--- config.mk ---
export PLATFORM = sky130hd
export DESIGN_NAME = charge_time_unit
export DESIGN_NICKNAME = d
export VERILOG_FILES = /design/src/rtl/charge_time_pkg.sv /design/src/rtl/charge_time_unit.sv /design/src/rtl/current_range_decode.sv /design/src/rtl/edge_sync.sv
export SDC_FILE = /design/constraint.sdc
export NUM_CORES = 1
export LEC_CHECK = 0
export BUFFER_PORTS_ARGS = -buffer_cell sky130_fd_sc_hd__buf_2
export CAP_MARGIN = 15
export CORE_MARGIN = 2
export CORE_UTILIZATION = 49
export CTS_CLUSTER_DIAMETER = 120
export DETAILED_ROUTE_END_ITERATION = 16
export GPL_ROUTABILITY_DRIVEN = 0
export PLACE_DENSITY = 0.79
export SETUP_SLACK_MARGIN = 0.5
export SYNTH_ARGS = -nofsm -noshare
export SYNTH_HDL_FRONTEND = slang
export SYNTH_SLANG_ARGS = --single-unit
export TNS_END_PERCENT = 5
--- constraint.sdc ---
create_clock -name clk -period 2.8 [get_ports clk]
set_input_delay 0.28 -clock clk [delete_from_list [all_inputs] [get_ports clk]]
set_output_delay 0.28 -clock clk [all_outputs]
set_load 0.01 [all_outputs]
--- src/rtl/charge_time_pkg.sv ---
// package: register map, field layout and reset values of the charge time unit
package charge_time_pkg;
    localparam logic [3:0] OFF_CTRL_HIGH  = 4'h0;
    localparam logic [3:0] OFF_CTRL_LOW   = 4'h4;
    localparam logic [3:0] OFF_CURRENT    = 4'h8;
    localparam logic [3:0] OFF_FLAGS      = 4'hc;
    localparam int HI_UNIT_ENABLE   = 7;
    localparam int HI_STOP_IDLE     = 5;
    localparam int HI_TIME_GEN      = 4;
    localparam int HI_EDGE_UNBLOCK  = 3;
    localparam int HI_SEQ_ENABLE    = 2;
    localparam int HI_DISCHARGE     = 1;
    localparam int HI_TRIG_ENABLE   = 0;
    localparam int LO_POL2          = 7;
    localparam int LO_SRC2_LSB      = 5;
    localparam int LO_POL1          = 4;
    localparam int LO_SRC1_LSB      = 2;
    localparam int LO_STAT2         = 1;
    localparam int LO_STAT1         = 0;
    localparam int CUR_TRIM_LSB     = 2;
    localparam int CUR_RANGE_LSB    = 0;
    localparam int FLG_IRQ          = 3;
    localparam logic [7:0] HI_WMASK = 8'hbf;
    localparam logic [7:0] RST_CTRL_HIGH = 8'h00;
    localparam logic [7:0] RST_CTRL_LOW  = 8'h00;
    localparam logic [7:0] RST_CURRENT   = 8'h00;
    localparam logic [1:0] SRC_PIN_ONE   = 2'h3;
    localparam logic [1:0] SRC_PIN_TWO   = 2'h2;
    localparam logic [1:0] SRC_CAPT_ONE  = 2'h1;
    localparam logic [1:0] SRC_CAPT_TWO  = 2'h0;
    localparam logic [1:0] RNG_X100      = 2'h3;
    localparam logic [1:0] RNG_X10       = 2'h2;
    localparam logic [1:0] RNG_BASE      = 2'h1;
    localparam logic [1:0] RNG_OFF       = 2'h0;
    localparam logic [1:0] RESP_OKAY     = 2'h0;
    localparam logic [1:0] RESP_SLVERR   = 2'h2;
endpackage : charge_time_pkg

--- src/rtl/charge_time_unit.sv ---
// charge time unit: edge channels, status flags, current gate, AXI4-Lite registers
// Function
// - two-bit range selector gives three current ranges over two decades.
// - range 11 is x100, 10 is x10, 01 base, 00 disabled.
// - six-bit signed trim at bits 7:2, zero means no change.
// - two channels, source select at bits 3:2 and 6:5.
// - source 11 pin one, 10 pin two, 01 capture one, 00 capture two.
// - channels respond to present level, not transitions.
// - polarity bits 7 and 4 pick active level, negative by default.
// - with sequencing on, channel two accepted only after channel one.
// - channel status bits 1:0 set on active response.
// - reconfiguration matching the present level sets status at once.
// - current on only while exactly one status bit is set.
// - software may write status bits directly to gate the current.
// - interrupt flag bit 3 sets when current goes on to off; enable gates irq_q only.
// - time generation bit selects delay mode; measurement is default.
// - trigger bit starts a conversion on the second edge event.
// - discharge bit grounds the current output while set.
// - bit 7 enables the unit; bit 3 unblocks edge inputs.
// - pulse generation uses comparator two and its reference.
//
// The register offsets and the AXI4-Lite slave port were decided locally.
`timescale 1ns/100ps
module charge_time_unit
    import charge_time_pkg::*;
(
    input  wire logic        clk,
    input  wire logic        arst_n,
    input  wire logic        s_axi_awvalid,
    output logic             s_axi_awready,
    input  wire logic [3:0]  s_axi_awaddr,
    input  wire logic        s_axi_wvalid,
    output logic             s_axi_wready,
    input  wire logic [31:0] s_axi_wdata,
    input  wire logic [3:0]  s_axi_wstrb,
    output logic             s_axi_bvalid,
    input  wire logic        s_axi_bready,
    output logic [1:0]       s_axi_bresp,
    input  wire logic        s_axi_arvalid,
    output logic             s_axi_arready,
    input  wire logic [3:0]  s_axi_araddr,
    output logic             s_axi_rvalid,
    input  wire logic        s_axi_rready,
    output logic [31:0]      s_axi_rdata,
    output logic [1:0]       s_axi_rresp,
    input  wire logic        edge_pin_one,
    input  wire logic        edge_pin_two,
    input  wire logic        capture_one_trig,
    input  wire logic        capture_two_trig,
    input  wire logic        irq_enable,
    input  wire logic        comparator_two_out,
    output logic             current_on_q,
    output logic             discharge_ground_q,
    output logic [2:0]       current_range_q,
    output logic [5:0]       current_trim_q,
    output logic             converter_start_q,
    output logic             delay_mode_q,
    output logic             comparator_two_enable_q,
    output logic             irq_q,
    output logic             unit_active_q
);
    function automatic logic pick_source(input logic [1:0] sel, input logic [3:0] src);
        logic v;
        v = 1'b0;
        unique case (sel)
            SRC_PIN_ONE:  v = src[3];
            SRC_PIN_TWO:  v = src[2];
            SRC_CAPT_ONE: v = src[1];
            SRC_CAPT_TWO: v = src[0];
        endcase
        return v;
    endfunction

    logic [7:0] ctrl_high_q;
    logic [7:0] ctrl_low_q;
    logic [7:0] current_q;
    logic       irq_flag_q;
    logic       stat1_q;
    logic       stat2_q;
    logic       aw_held_q;
    logic [3:0] aw_addr_q;
    logic       w_held_q;
    logic [31:0] w_data_q;
    logic [3:0] w_strb_q;
    logic [3:0] src_sync;
    logic       pulse_out_q;

    edge_sync u_sync (
        .clk      (clk),
        .arst_n   (arst_n),
        .async_in ({edge_pin_one, edge_pin_two, capture_one_trig, capture_two_trig}),
        .sync_out (src_sync)
    );

    current_range_decode u_range (
        .clk            (clk),
        .arst_n         (arst_n),
        .range_sel      (current_q[CUR_RANGE_LSB +: 2]),
        .trim_sel       (current_q[CUR_TRIM_LSB +: 6]),
        .source_on      (ctrl_high_q[HI_UNIT_ENABLE]),
        .range_onehot_q (current_range_q),
        .trim_q         (current_trim_q)
    );

    // write channel capture, either order
    wire aw_take = s_axi_awvalid && s_axi_awready;
    wire w_take  = s_axi_wvalid && s_axi_wready;
    wire wr_go   = aw_held_q && w_held_q && !s_axi_bvalid;
    wire wr_hit  = (aw_addr_q == OFF_CTRL_HIGH) || (aw_addr_q == OFF_CTRL_LOW) ||
                   (aw_addr_q == OFF_CURRENT) || (aw_addr_q == OFF_FLAGS);
    wire wr_high = wr_go && aw_addr_q == OFF_CTRL_HIGH && w_strb_q[0];
    wire wr_low  = wr_go && aw_addr_q == OFF_CTRL_LOW && w_strb_q[0];
    wire wr_cur  = wr_go && aw_addr_q == OFF_CURRENT && w_strb_q[0];
    wire wr_flag = wr_go && aw_addr_q == OFF_FLAGS && w_strb_q[0];
    wire [7:0] wbyte = w_data_q[7:0];

    // channel evaluation
    wire [7:0] low_eff = wr_low ? wbyte : ctrl_low_q;
    wire lvl1 = pick_source(low_eff[LO_SRC1_LSB +: 2], src_sync);
    wire lvl2 = pick_source(low_eff[LO_SRC2_LSB +: 2], src_sync);
    wire act1 = lvl1 == low_eff[LO_POL1];
    wire act2 = lvl2 == low_eff[LO_POL2];
    wire armed = ctrl_high_q[HI_UNIT_ENABLE] && ctrl_high_q[HI_EDGE_UNBLOCK];
    wire stat1_base = wr_low ? wbyte[LO_STAT1] : stat1_q;
    wire stat2_base = wr_low ? wbyte[LO_STAT2] : stat2_q;
    wire hit1 = armed && act1;
    wire seq_ok = !ctrl_high_q[HI_SEQ_ENABLE] || stat1_q;
    wire hit2 = armed && act2 && seq_ok;
    wire stat1_d = stat1_base || hit1;
    wire stat2_d = stat2_base || hit2;
    wire gate_d = (stat1_d ^ stat2_d) && ctrl_high_q[HI_UNIT_ENABLE];
    wire on_d = gate_d && !ctrl_high_q[HI_DISCHARGE];
    wire gate_fall = current_on_q && !on_d;
    wire second_evt = hit2 && !stat2_q && stat1_d;

    always_ff @(posedge clk or negedge arst_n) begin
        if (!arst_n) begin
            ctrl_high_q <= RST_CTRL_HIGH;
            ctrl_low_q  <= RST_CTRL_LOW;
            current_q   <= RST_CURRENT;
        end else begin
            if (wr_high) ctrl_high_q <= wbyte & HI_WMASK;
            if (wr_low) ctrl_low_q <= {wbyte[7:2], 2'b00};
            if (wr_cur) current_q <= wbyte;
        end
    end

    always_ff @(posedge clk or negedge arst_n) begin
        if (!arst_n) begin
            stat1_q <= 1'b0;
            stat2_q <= 1'b0;
        end else begin
            stat1_q <= stat1_d;
            stat2_q <= stat2_d;
        end
    end

    // sticky flag: a new falling gate wins over a software clear
    wire irq_flag_d = gate_fall || (irq_flag_q && !(wr_flag && !wbyte[FLG_IRQ]));
    always_ff @(posedge clk or negedge arst_n) begin
        if (!arst_n) begin
            irq_flag_q <= 1'b0;
            irq_q      <= 1'b0;
        end else begin
            irq_flag_q <= irq_flag_d;
            irq_q      <= irq_flag_d && irq_enable;
        end
    end

    always_ff @(posedge clk or negedge arst_n) begin
        if (!arst_n) begin
            current_on_q            <= 1'b0;
            discharge_ground_q      <= 1'b0;
            converter_start_q       <= 1'b0;
            delay_mode_q            <= 1'b0;
            comparator_two_enable_q <= 1'b0;
            unit_active_q           <= 1'b0;
            pulse_out_q             <= 1'b0;
        end else begin
            current_on_q            <= on_d;
            discharge_ground_q      <= ctrl_high_q[HI_DISCHARGE];
            converter_start_q       <= second_evt && ctrl_high_q[HI_TRIG_ENABLE];
            delay_mode_q            <= ctrl_high_q[HI_TIME_GEN];
            comparator_two_enable_q <= ctrl_high_q[HI_TIME_GEN] &&
                                       ctrl_high_q[HI_UNIT_ENABLE];
            unit_active_q           <= ctrl_high_q[HI_UNIT_ENABLE];
            pulse_out_q             <= comparator_two_out;
        end
    end

    // AXI4-Lite write side
    always_ff @(posedge clk or negedge arst_n) begin
        if (!arst_n) begin
            aw_held_q     <= 1'b0;
            w_held_q      <= 1'b0;
            aw_addr_q     <= 4'h0;
            w_data_q      <= 32'h0000_0000;
            w_strb_q      <= 4'h0;
            s_axi_awready <= 1'b0;
            s_axi_wready  <= 1'b0;
            s_axi_bvalid  <= 1'b0;
            s_axi_bresp   <= RESP_OKAY;
        end else begin
            s_axi_awready <= !aw_held_q && !aw_take;
            s_axi_wready  <= !w_held_q && !w_take;
            if (aw_take) begin
                aw_held_q <= 1'b1;
                aw_addr_q <= {s_axi_awaddr[3:2], 2'b00};
            end
            if (w_take) begin
                w_held_q <= 1'b1;
                w_data_q <= s_axi_wdata;
                w_strb_q <= s_axi_wstrb;
            end
            if (wr_go) begin
                s_axi_bvalid <= 1'b1;
                s_axi_bresp  <= wr_hit ? RESP_OKAY : RESP_SLVERR;
            end else if (s_axi_bvalid && s_axi_bready) begin
                s_axi_bvalid  <= 1'b0;
                aw_held_q     <= 1'b0;
                w_held_q      <= 1'b0;
                s_axi_awready <= 1'b1;
                s_axi_wready  <= 1'b1;
            end
        end
    end

    // AXI4-Lite read side
    wire [3:0] ra = {s_axi_araddr[3:2], 2'b00};
    wire [7:0] low_rd = {ctrl_low_q[7:2], stat2_q, stat1_q};
    wire rd_hit = (ra == OFF_CTRL_HIGH) || (ra == OFF_CTRL_LOW) ||
                  (ra == OFF_CURRENT) || (ra == OFF_FLAGS);
    wire [7:0] rd_byte = (ra == OFF_CTRL_HIGH) ? ctrl_high_q :
                         (ra == OFF_CTRL_LOW)  ? low_rd :
                         (ra == OFF_CURRENT)   ? current_q :
                         (ra == OFF_FLAGS)     ? {4'h0, irq_flag_q, 3'h0} : 8'h00;
    wire ar_take = s_axi_arvalid && s_axi_arready;
    always_ff @(posedge clk or negedge arst_n) begin
        if (!arst_n) begin
            s_axi_arready <= 1'b0;
            s_axi_rvalid  <= 1'b0;
            s_axi_rdata   <= 32'h0000_0000;
            s_axi_rresp   <= RESP_OKAY;
        end else begin
            s_axi_arready <= !s_axi_rvalid && !ar_take;
            if (ar_take) begin
                s_axi_rvalid <= 1'b1;
                s_axi_rdata  <= {24'h00_0000, rd_byte};
                s_axi_rresp  <= rd_hit ? RESP_OKAY : RESP_SLVERR;
            end else if (s_axi_rvalid && s_axi_rready) begin
                s_axi_rvalid  <= 1'b0;
                s_axi_arready <= 1'b1;
            end
        end
    end

    AST_EXCLUSIVE_GATE: assert property (@(posedge clk) disable iff (!arst_n)
        current_on_q |-> ($past(stat1_d) ^ $past(stat2_d)))
        else $error("current on without exactly one status bit");
    AST_DISCHARGE_OFF: assert property (@(posedge clk) disable iff (!arst_n)
        $past(ctrl_high_q[HI_DISCHARGE]) |-> !current_on_q)
        else $error("current on during discharge");
    AST_IRQ_ON_FALL: assert property (@(posedge clk) disable iff (!arst_n)
        $fell(current_on_q) |-> irq_flag_q)
        else $error("flag not set on current turn off");
    AST_SEQ_ORDER: assert property (@(posedge clk) disable iff (!arst_n)
        (ctrl_high_q[HI_SEQ_ENABLE] && !stat1_q && !wr_low) |=> !($rose(stat2_q)))
        else $error("channel two accepted before channel one");
    AST_BLOCKED: assert property (@(posedge clk) disable iff (!arst_n)
        (!ctrl_high_q[HI_EDGE_UNBLOCK] && !wr_low) |=> $stable(stat1_q))
        else $error("status moved with edges blocked");
    AST_LEVEL_SET: assert property (@(posedge clk) disable iff (!arst_n)
        (armed && act1) |=> stat1_q)
        else $error("active level did not set status one");
    AST_TRIGGER: assert property (@(posedge clk) disable iff (!arst_n)
        converter_start_q |-> $past(ctrl_high_q[HI_TRIG_ENABLE]) && $rose(stat2_q))
        else $error("trigger without second edge");
    AST_SW_STATUS: assert property (@(posedge clk) disable iff (!arst_n)
        (wr_low && wbyte[1:0] == 2'b01) |=> stat1_q)
        else $error("software status write lost");
endmodule // charge_time_unit

--- src/rtl/current_range_decode.sv ---
// decoder of the current range and trim into source controls
`timescale 1ns/100ps
module current_range_decode
    import charge_time_pkg::*;
(
    input  wire logic       clk,
    input  wire logic       arst_n,
    input  wire logic [1:0] range_sel,
    input  wire logic [5:0] trim_sel,
    input  wire logic       source_on,
    output logic      [2:0] range_onehot_q,
    output logic      [5:0] trim_q
);
    logic [2:0] range_onehot_d;
    always_comb begin
        unique case (range_sel)
            RNG_X100: range_onehot_d = 3'h4;
            RNG_X10:  range_onehot_d = 3'h2;
            RNG_BASE: range_onehot_d = 3'h1;
            RNG_OFF:  range_onehot_d = 3'h0;
        endcase
    end
    always_ff @(posedge clk or negedge arst_n) begin
        if (!arst_n) begin
            range_onehot_q <= 3'h0;
            trim_q         <= 6'h00;
        end else begin
            range_onehot_q <= source_on ? range_onehot_d : 3'h0;
            trim_q         <= trim_sel;
        end
    end
endmodule // current_range_decode

--- src/rtl/edge_sync.sv ---
// two-stage synchroniser for the selectable edge sources
`timescale 1ns/100ps
module edge_sync
    import charge_time_pkg::*;
(
    input  wire logic       clk,
    input  wire logic       arst_n,
    input  wire logic [3:0] async_in,
    output logic      [3:0] sync_out
);
    logic [3:0] meta_q;
    genvar g;
    generate
        for (g = 0; g < 4; g++) begin : g_bit
            always_ff @(posedge clk or negedge arst_n) begin
                if (!arst_n) begin
                    meta_q[g]   <= 1'b0;
                    sync_out[g] <= 1'b0;
                end else begin
                    meta_q[g]   <= async_in[g];
                    sync_out[g] <= meta_q[g];
                end
            end
        end
    endgenerate
endmodule // edge_sync

== Yosys cells after proc, flatten, opt, wreduce, memory -nomap -nowiden ==
Index checks and enable logic that the tools add are counted.
Word-level totals
  bits in writable memories: 0
  ROM bits: 0
  flip-flop bits (word level): 78
  logic and storage cells: 145
  latch bits: 0
  memories kept: 0
Operators by class
  equal/unequal tests: 17
  div/mod/pow operators: 0
  bitwise gates (word level): 1
  muxes and demuxes: 29
  shifts and indexed selects: 0
  multipliers: 0
  reductions and logical operators: 62
  order comparisons: 0
  add/subtract/negate cells: 0
Operators with widths (count)
  $logic_and 1x1->1: 32
  $mux 8: 4
  $eq 2x2->1 const B: 10
  $mux 1: 18
  $logic_not 1->1: 13
  $pmux 3 s4: 1
  $eq 2x1->1 const B: 5
  $logic_or 1x1->1: 10
  $logic_not 4->1: 2
  $pmux 1 s4: 2
  $logic_not 2->1: 3
  $mux 2: 2
  $mux 4: 1
  $reduce_bool 2->1: 2
  $mux 3: 1
  $eq 1x1->1: 2
  $xor 1x1->1: 1

== Logic depth before layout (Yosys ltp) ==
Gate-level depths: netlist of the first run.
  depth in word-level cells: 18
  depth in mapped cells: 9
  gate-level depth less buffers: 9

== By module ==
From an unflattened synthesis of the first run, not the netlist that was laid out.
Unflattened totals
  cells, all modules: 244
  area, all modules: 3150.5 µm²
By module, submodules not included
  charge_time_unit: cells an instance 224, area an instance 2700.1 µm², times used 1, seq. area each 1476.4 µm²
  current_range_decode: cells an instance 12, area an instance 250.2 µm², times used 1, seq. area each 225.2 µm²
  edge_sync: cells an instance 8, area an instance 200.2 µm², times used 1, seq. area each 200.2 µm²

== Worst setup path before layout of the first run ==
No wires, ideal clock.
  kind: reg-to-reg
  from: register s_axi_bvalid
  to: register current_on_q
  clock period less this slack: 2.344 ns
  buffers on the path: 0
  slack: 0.456 ns
  required time: 2.733 ns
  arrival time: 2.278 ns
  stages on the path, launching flop included: 9
  path through: dfrtp_1 nand4b_4 nor2_4 mux2_4 o211a_1 or4b_4 nand3_2 xor2_2 and3b_1
Between the ends
  cells in the longest elaborated chain, start to end: 14
  elaborated cells on any way between the ends: 27
  those cells by class: eq/ne (8); mux (5); bitwise (1); reduce/logical (13)
RTL lines
  start, declared: RTL line charge_time_unit.sv:36  | output logic s_axi_bvalid,
  start signal, assigned: RTL line charge_time_unit.sv:201  | s_axi_bvalid <= 1'b0;
  start signal, assigned: RTL line charge_time_unit.sv:216  | s_axi_bvalid <= 1'b1;
  start signal, assigned: RTL line charge_time_unit.sv:219  | s_axi_bvalid <= 1'b0;
  $logic_not 1->1 *: RTL line charge_time_unit.sv:108  | wire wr_go = aw_held_q && w_held_q && !s_axi_bvalid;
  $logic_and 1x1->1 *: RTL line charge_time_unit.sv:108
  $logic_and 1x1->1 * (2 in series): RTL line charge_time_unit.sv:112  | wire wr_low = wr_go && aw_addr_q == OFF_CTRL_LOW && w_strb_q[0];
  $mux 8: RTL line charge_time_unit.sv:118  | wire [7:0] low_eff = wr_low ? wbyte : ctrl_low_q;
  $eq 2x1->1, or another cell as far along: RTL line charge_time_unit.sv:65  | unique case (sel)
  $pmux 1 s4: RTL line charge_time_unit.sv:65
  $eq 1x1->1: RTL line charge_time_unit.sv:122  | wire act2 = lvl2 == low_eff[LO_POL2];
  $logic_and 1x1->1 (2 in series): RTL line charge_time_unit.sv:128  | wire hit2 = armed && act2 && seq_ok;
  $logic_or 1x1->1 *: RTL line charge_time_unit.sv:130  | wire stat2_d = stat2_base || hit2;
  via stat2_d: RTL line charge_time_unit.sv:130
  $xor 1x1->1 *: RTL line charge_time_unit.sv:131  | wire gate_d = (stat1_d ^ stat2_d) && ctrl_high_q[HI_UNIT_ENABLE];
  $logic_and 1x1->1 *: RTL line charge_time_unit.sv:131
  $logic_and 1x1->1 *: RTL line charge_time_unit.sv:132  | wire on_d = gate_d && !ctrl_high_q[HI_DISCHARGE];
  via on_d: RTL line charge_time_unit.sv:132
  end signal, assigned: RTL line charge_time_unit.sv:180  | current_on_q <= on_d;
  end, declared: RTL line charge_time_unit.sv:52  | output logic current_on_q,
The timed path passes the listed nets; every way through them passes the cells marked *.
A chain may end at the register's enable or synchronous reset.

== Final worst setup path of the first run ==
Ends and elaborated chain as after synthesis.

==> results by group, run 1 <==
Cells and area
  • Final core occ: 59.0%
  • Area of the multi-input gates: 1170 µm²
  • Ratio of cells with drive above 1 in the final layout: 38.0%
  • Layout Nets: 376
  • Storage element area: 1910 µm²
  • Post-synthesis to final-layout area growth: 17.6%
  • Final-layout fill cell count: 540
  • Ant diodes: 0

Synthesis
  • Top-area cell type share of the netlist area: 60.1%
  • Synthesized instance count: 247
  • Number of flops mapped to enable cells by yosys: 0
  • Part of the Yosys area used for sequential elements: 60.1%
  • Average size of a mapped cell: 12.8 µm²
  • Async SR Flop Fraction: 100%
  • Netlist cell types: 42
  • Yosys warning count: 0
  • Main synth FF type: dfrtp_1
  • Cell type with the largest total area after synthesis: dfrtp_1
  • Top area cells in the synthesized netlist: dfrtp_1 60%, mux2_2 9.6%, buf_4 6.2%
  • Total of flip-flops plus latches after synthesis: 76
  • Total standard cell area after synthesis: 3170 µm²
  • Cell with the most instances after synthesis: dfrtp_1
  • Most numerous cell types in the synthesized netlist: 76 x dfrtp_1, 27 x mux2_2, 26 x buf_4

Routing
  • Post-detailed-route via-to-cell ratio: 4.92
  • Number of design rule violations left after detail routing: 0
  • First-pass iteration count of the detailed router: 4
  • Average wire per cell in the routed design: 14.2 µm
  • Violation count after the first detailed-route iteration: 76
  • Total number of vias: 1971
  • Final wirelength: 5690 µm
  • Routed Antenna Nets: 0

Global routing
  • Largest net degree at the start of global routing: 29
  • Total congestion overflow after global routing: 0
  • GRT Overall Usage: 17.2%
  • Vias in the first global route: 1970
  • Initial antenna violation count: 0
  • Global-route wire length before repair: 9370 µm

Worst hold path
  • Class of the tightest hold or removal check: in2reg
  • Hold wc startpoint: capture_one_trig

STA
  • Final worst clock skew: 0.00632 ns
  • Measured slew at the worst slew-check pin: 0.763 ns
  • Final worst path period share: 82.2%
  • Setup TNS after final layout: 0 ns
  • Setup slack after layout: 0.499 ns
  • Normalized max-slew margin: 48.9%
  • Count of endpoints failing setup in the final report: 0
  • Clock period minus worst slack: 2.30 ns
  • Upper clock frequency limit: 435 MHz
  • Setup repair after global routing missed its margin: true
  • Max Slew Vio Count: 0
  • Final Hold Fails: 0

Floorplanning
  • Count of pins on the block boundary: 114
  • Area of the core: 6310 µm²
  • Die Span Y: 84.4 µm
  • Floorplan die area: 7120 µm²
  • Cell Rows: 29
  • Horizontal die dimension: 84.4 µm
  • Starting Density: 50.1%

Clock network
  • Sinks on Clock Net: 76
  • Maximum number of buffers from clock root to sink: 2
  • H-tree lvl count: 3
  • Root Buffer: clkbuf_8
  • Clock-pin slew on the worst setup and hold paths: 0.07 ns
  • TritonCTS clock tree: built
  • Clock buffer count from CTS: 9
  • Skew-Pair Late Insertion Delay: 0.34 ns

Power and ir drop
  • Final total power: 3.75 mW
  • Leakage component of the power: 1.88 nW
  • VDD IR max: 0.000588 V
  • Total power per unit cell area: 1010 nW/µm²

Critical path
  • Critical path launch point: s_axi_bvalid
  • Arrival time worst endpoint: 2.59 ns
  • Crit path launch type: register
  • Crit. End Element: register
  • Beginning of the worst register-to-register path: s_axi_bvalid
  • Category of the critical setup timing path: reg2reg
  • Maximum fanout count along the critical path: 3
  • Required time of the critical path: 3.08 ns

Flow run
  • Max Cap Viol: 0

Place
  • Worst slack after detailed placement: 0.304 ns
  • # port buffers: 55
  • Hpwl dp: 3990 µm

Run status
  • Run status: completed
## repair_timing
item | CTS | global route
cloned | 0 | 0
gates resized for setup | 2 | 9
endpoints found under the hold margin | 23 | 0
pin swaps | 1 | 6
hold buffers | 1 | 0
endpoints found under the setup margin | 4 | 3
buffers inserted | 4 | 2
## state kept, by name, summed over array words and instances, names as in the netlist, 2 cells and up
register	flops
current_q	8
s_axi_rdata	8
w_data_q	8
ctrl_high_q	7
ctrl_low_q	6
u_range.trim_q	6
u_sync.meta_q	4
u_sync.sync_out	4
u_range.range_onehot_q	3
aw_addr_q	2
## cells in the final DEF, fill, tap and decap left out, types with 10 or more instances in the layout
master	n
dfrtp_1	73
buf_2	55
mux2_2	27
conb_1	26
nand2_1	23
o21ai_0	12
inv_1	10
a21oi_1	10
clkbuf_8	10
## per-stage QoR
| stage | cell area [µm²] | hold WS, ns | std cells |
|---|---|---|---|
| final | 3720 | 0.0412 | 401 |
| after global routing | 3720 | 0.0158 | 401 |
| after CTS | 3660 | 0.0307 | 399 |
| after detailed placement | 3450 | 0.297 | 378 |
| after global placement | 3450 | 0.286 | 378 |
| after floorplan | 3260 | -0.0156 | 272 |
## final timing paths
| path | end | slack, ns | cells after the start |
|---|---|---|---|
| max in group asynchronous | current_q[6] | 1.58 | 3 |
| max | current_on_q | 0.50 | 8 |
| min | u_sync.meta_q[1] | 0.04 | 1 |
| max reg2reg | current_on_q | 0.50 | 8 |
| min reg2reg | u_sync.sync_out[0] | 0.35 | 0 |
| min in group asynchronous | u_range.range_onehot_q[1] | 0.46 | 2 |
## worst max-delay path, stage by stage (launching register included)
cell and delay, ns:
dfrtp_2 0.42, and4b_2 0.34, nand3_2 0.12, and2_1 0.17, o211a_1 0.23, or4b_4 0.51, nand3_4 0.12, xor2_4 0.16
and3b_1 0.17
## routing by layer
layer	routed length (µm)	global-route usage (%)
met5	0	0
met4	84	6.49
met3	277	5.11
met2	2920	28.0
met1	2410	21.9
## layout make-up
| class | count | area share (%) |
|---|---|---|
| clock buffers | 14 | 4.10 |
| clock inverters | 2 | 0.269 |
| inverters | 10 | 1.01 |
| multi-input cells | 157 | 31.4 |
| flip-flops and latches | 76 | 51.2 |
| well taps | 77 | 2.59 |
| repair buffers | 65 | 9.48 |
## where the power goes
| part | switching (mW) | internal, mW | total (mW) |
|---|---|---|---|
| Clock | 0.368 | 0.345 | 0.713 |
| Sequential | 0.313 | 1.52 | 1.83 |
| Combinational | 0.593 | 0.611 | 1.20 |
| Total | 1.27 | 2.47 | 3.75 |
## cell families after synthesis
| family | after synthesis | synth area share (%) |
|---|---|---|
| buffers and inverters | 39 | 7.71 |
| XOR/XNOR | 2 | 0.791 |
| AO/OA/AOI/OAI | 35 | 7.27 |
| AND/OR/NAND/NOR | 57 | 10.7 |
| other | 1 | 0.118 |
| multiplexers | 37 | 13.3 |
| flip-flops | 76 | 60.1 |
Power figures use the tool's default switching activity.
==> run 2: changes to the inputs <==
Clock period 2.8 ns to 2.2 ns, I/O delays scaled along.
==> run 2 against run 1 <==
Effect of this change:
- the flow now finishes with violations (negative setup slack)
- clock power is 44% higher
- sequential power grew 25%
- register-to-register slack got worse by 0.62 ns
- worst hold slack improved by 0.027 ns
- non-clock buffer count increased by 13
- highest routed layer unchanged
==> results by group, run 2 (synthesized netlist as in run 1, its figures left out) <==
Run status
  • Run status: finished, violations left
  • Violated checks: negative setup slack

Routing
  • Final wirelength: 5950 µm
  • First-pass iteration count of the detailed router: 4
  • Violation count after the first detailed-route iteration: 131
  • Total number of vias: 2043
  • Number of design rule violations left after detail routing: 0
  • Routed Antenna Nets: 0
  • Average wire per cell in the routed design: 14.4 µm
  • Post-detailed-route via-to-cell ratio: 4.95

STA
  • Setup repair after global routing missed its margin: true
  • Normalized max-slew margin: 63.8%
  • Clock period minus worst slack: 2.32 ns
  • Final Hold Fails: 0
  • Final worst path period share: 105%
  • Max Slew Vio Count: 0
  • Count of endpoints failing setup in the final report: 4
  • Measured slew at the worst slew-check pin: 0.543 ns
  • Setup slack after layout: -0.120 ns
  • Final worst clock skew: 0.0102 ns
  • Upper clock frequency limit: 431 MHz

Critical path
  • Category of the critical setup timing path: reg2reg
  • Required time of the critical path: 2.49 ns
  • Crit path launch type: register
  • Arrival time worst endpoint: 2.61 ns
  • Beginning of the worst register-to-register path: s_axi_bvalid
  • Cell with the largest stage delay on the worst path: or4b_4
  • Highest cell delay on the worst timing path: 0.51 ns
  • Crit. End Element: register
  • Cells along the critical path: and4b_2 -> nand3_1 -> and2_4 -> o211a_1 -> or4b_4 -> nand3_4 -> xor2_4 -> and3b_1
  • Maximum fanout count along the critical path: 3
  • Critical path launch point: s_axi_bvalid

Clock network
  • Clock-pin slew on the worst setup and hold paths: 0.08 ns
  • Maximum number of buffers from clock root to sink: 2
  • Sinks on Clock Net: 76
  • Skew-Pair Late Insertion Delay: 0.35 ns
  • TritonCTS clock tree: built
  • H-tree lvl count: 3
  • Root Buffer: clkbuf_8
  • Clock buffer count from CTS: 9

Global routing
  • Vias in the first global route: 2123
  • Initial antenna violation count: 0
  • Largest net degree at the start of global routing: 77
  • Global-route wire length before repair: 9780 µm
  • Total congestion overflow after global routing: 0
  • GRT Overall Usage: 17.9%

Cells and area
  • Final core occ: 61.0%
  • Most frequent standard cell in the layout excluding fill and tap cells: dfrtp_1
  • Summed area of non-filler cells in the final layout: 3850 µm²
  • Post-synthesis to final-layout area growth: 21.7%
  • Ratio of cells with drive above 1 in the final layout: 39.6%
  • Largest registers ranked by flip-flop count: current_q x8, s_axi_rdata x8, w_data_q x8
  • Ant diodes: 0
  • Layout Nets: 389
  • Commonest cells after routing, fill and taps aside: 75 x dfrtp_1, 55 x buf_2, 27 x mux2_2

Floorplanning
  • Area of the core: 6310 µm²
  • Horizontal die dimension: 84.4 µm
  • Count of pins on the block boundary: 114
  • Cell Rows: 29
  • Starting Density: 50.1%
  • Floorplan die area: 7120 µm²
  • Die Span Y: 84.4 µm

Worst hold path
  • Hold wc startpoint: s_axi_bready
  • Class of the tightest hold or removal check: in2reg

Power and ir drop
  • VDD IR max: 0.00106 V
  • Total power per unit cell area: 1300 nW/µm²
  • Leakage component of the power: 1.96 nW

Place
  • Post-Place Cell Area: 3570 µm²
  • Hpwl dp: 4210 µm
  • # port buffers: 55

Flow run
  • Max Cap Viol: 0
[run 2: cell types whose count changed in the layout (fill, tap and decap cells not counted), sizes merged]
cell / before / now
clkinvlp: 0 / 1
bufinv: 0 / 1
buf: 64 / 73
dlygate4sd3: 1 / 5
clkbuf: 14 / 11
[run 2: worst max-delay path: cells and delay by family, from the launching register on]
kind,cells,cell delay (ns)
simple gates,6,1.43
compound gates,1,0.23
xor+xnor,1,0.17
flops,1,0.41
[run 2: layout make-up]
cell class              instances  area [µm²]
clock inverters                 4        51.3
repair buffers                 78         473
inverters                      10        37.5
fillers                       545        2460
well taps                      77        96.3
flip-flops and latches         76        1900
multi-input cells             157        1150
clock buffers                  11         141
[run 2: final timing paths]
path                       depth (start not counted)                 end  slack, ns
setup / recovery                                   8        current_on_q      -0.12
hold / removal                                     2        s_axi_bvalid       0.07
setup reg to reg                                   8        current_on_q      -0.12
hold reg to reg                                    0  u_sync.sync_out[2]       0.36
max in group asynchronous                          3        s_axi_bvalid       1.44
min in group asynchronous                          3         w_data_q[1]       0.43
[run 2: what timing repair did]
action | 4_1_cts | 5_1_grt
endpoints found under the hold margin | 80 | 0
hold buffers | 5 | 0
pin swaps | 3 | 5
resized for setup | 3 | 4
endpoints found under the setup margin | 6 | 7
buffers inserted | 0 | 1
[run 2: stage by stage]
step	power, mW	setup slack [ns]	hold slack, ns	cells	setup TNS [ns]
after floorplan	3.25	-0.104	-0.0756	272	-0.258
after global placement	3.83	-0.0671	0.280	392	-0.140
after detailed placement	3.93	-0.0948	0.282	392	-0.206
after CTS	4.99	-0.124	0.0557	412	-0.266
after global routing	5.34	-0.226	0.0708	413	-0.735
final	5.00	-0.120	0.0682	413	-0.252
[run 2: metal layers]
metal | track usage (%) | share of wire, % | wire length, µm | vias to the layer above
met5 | 0 | 0 | 0 | -
met4 | 6.20 | 1.6 | 97 | 0
met3 | 4.33 | 4.6 | 271 | 9
met2 | 32.8 | 54 | 3210 | 61
met1 | 20.4 | 40 | 2380 | 1007
li1 | - | - | - | 966
[run 2: report_power, final]
part	switching, mW	internal (mW)
Combinational	0.823	0.866
Sequential	0.361	1.93
Clock	0.479	0.548
Total	1.66	3.34
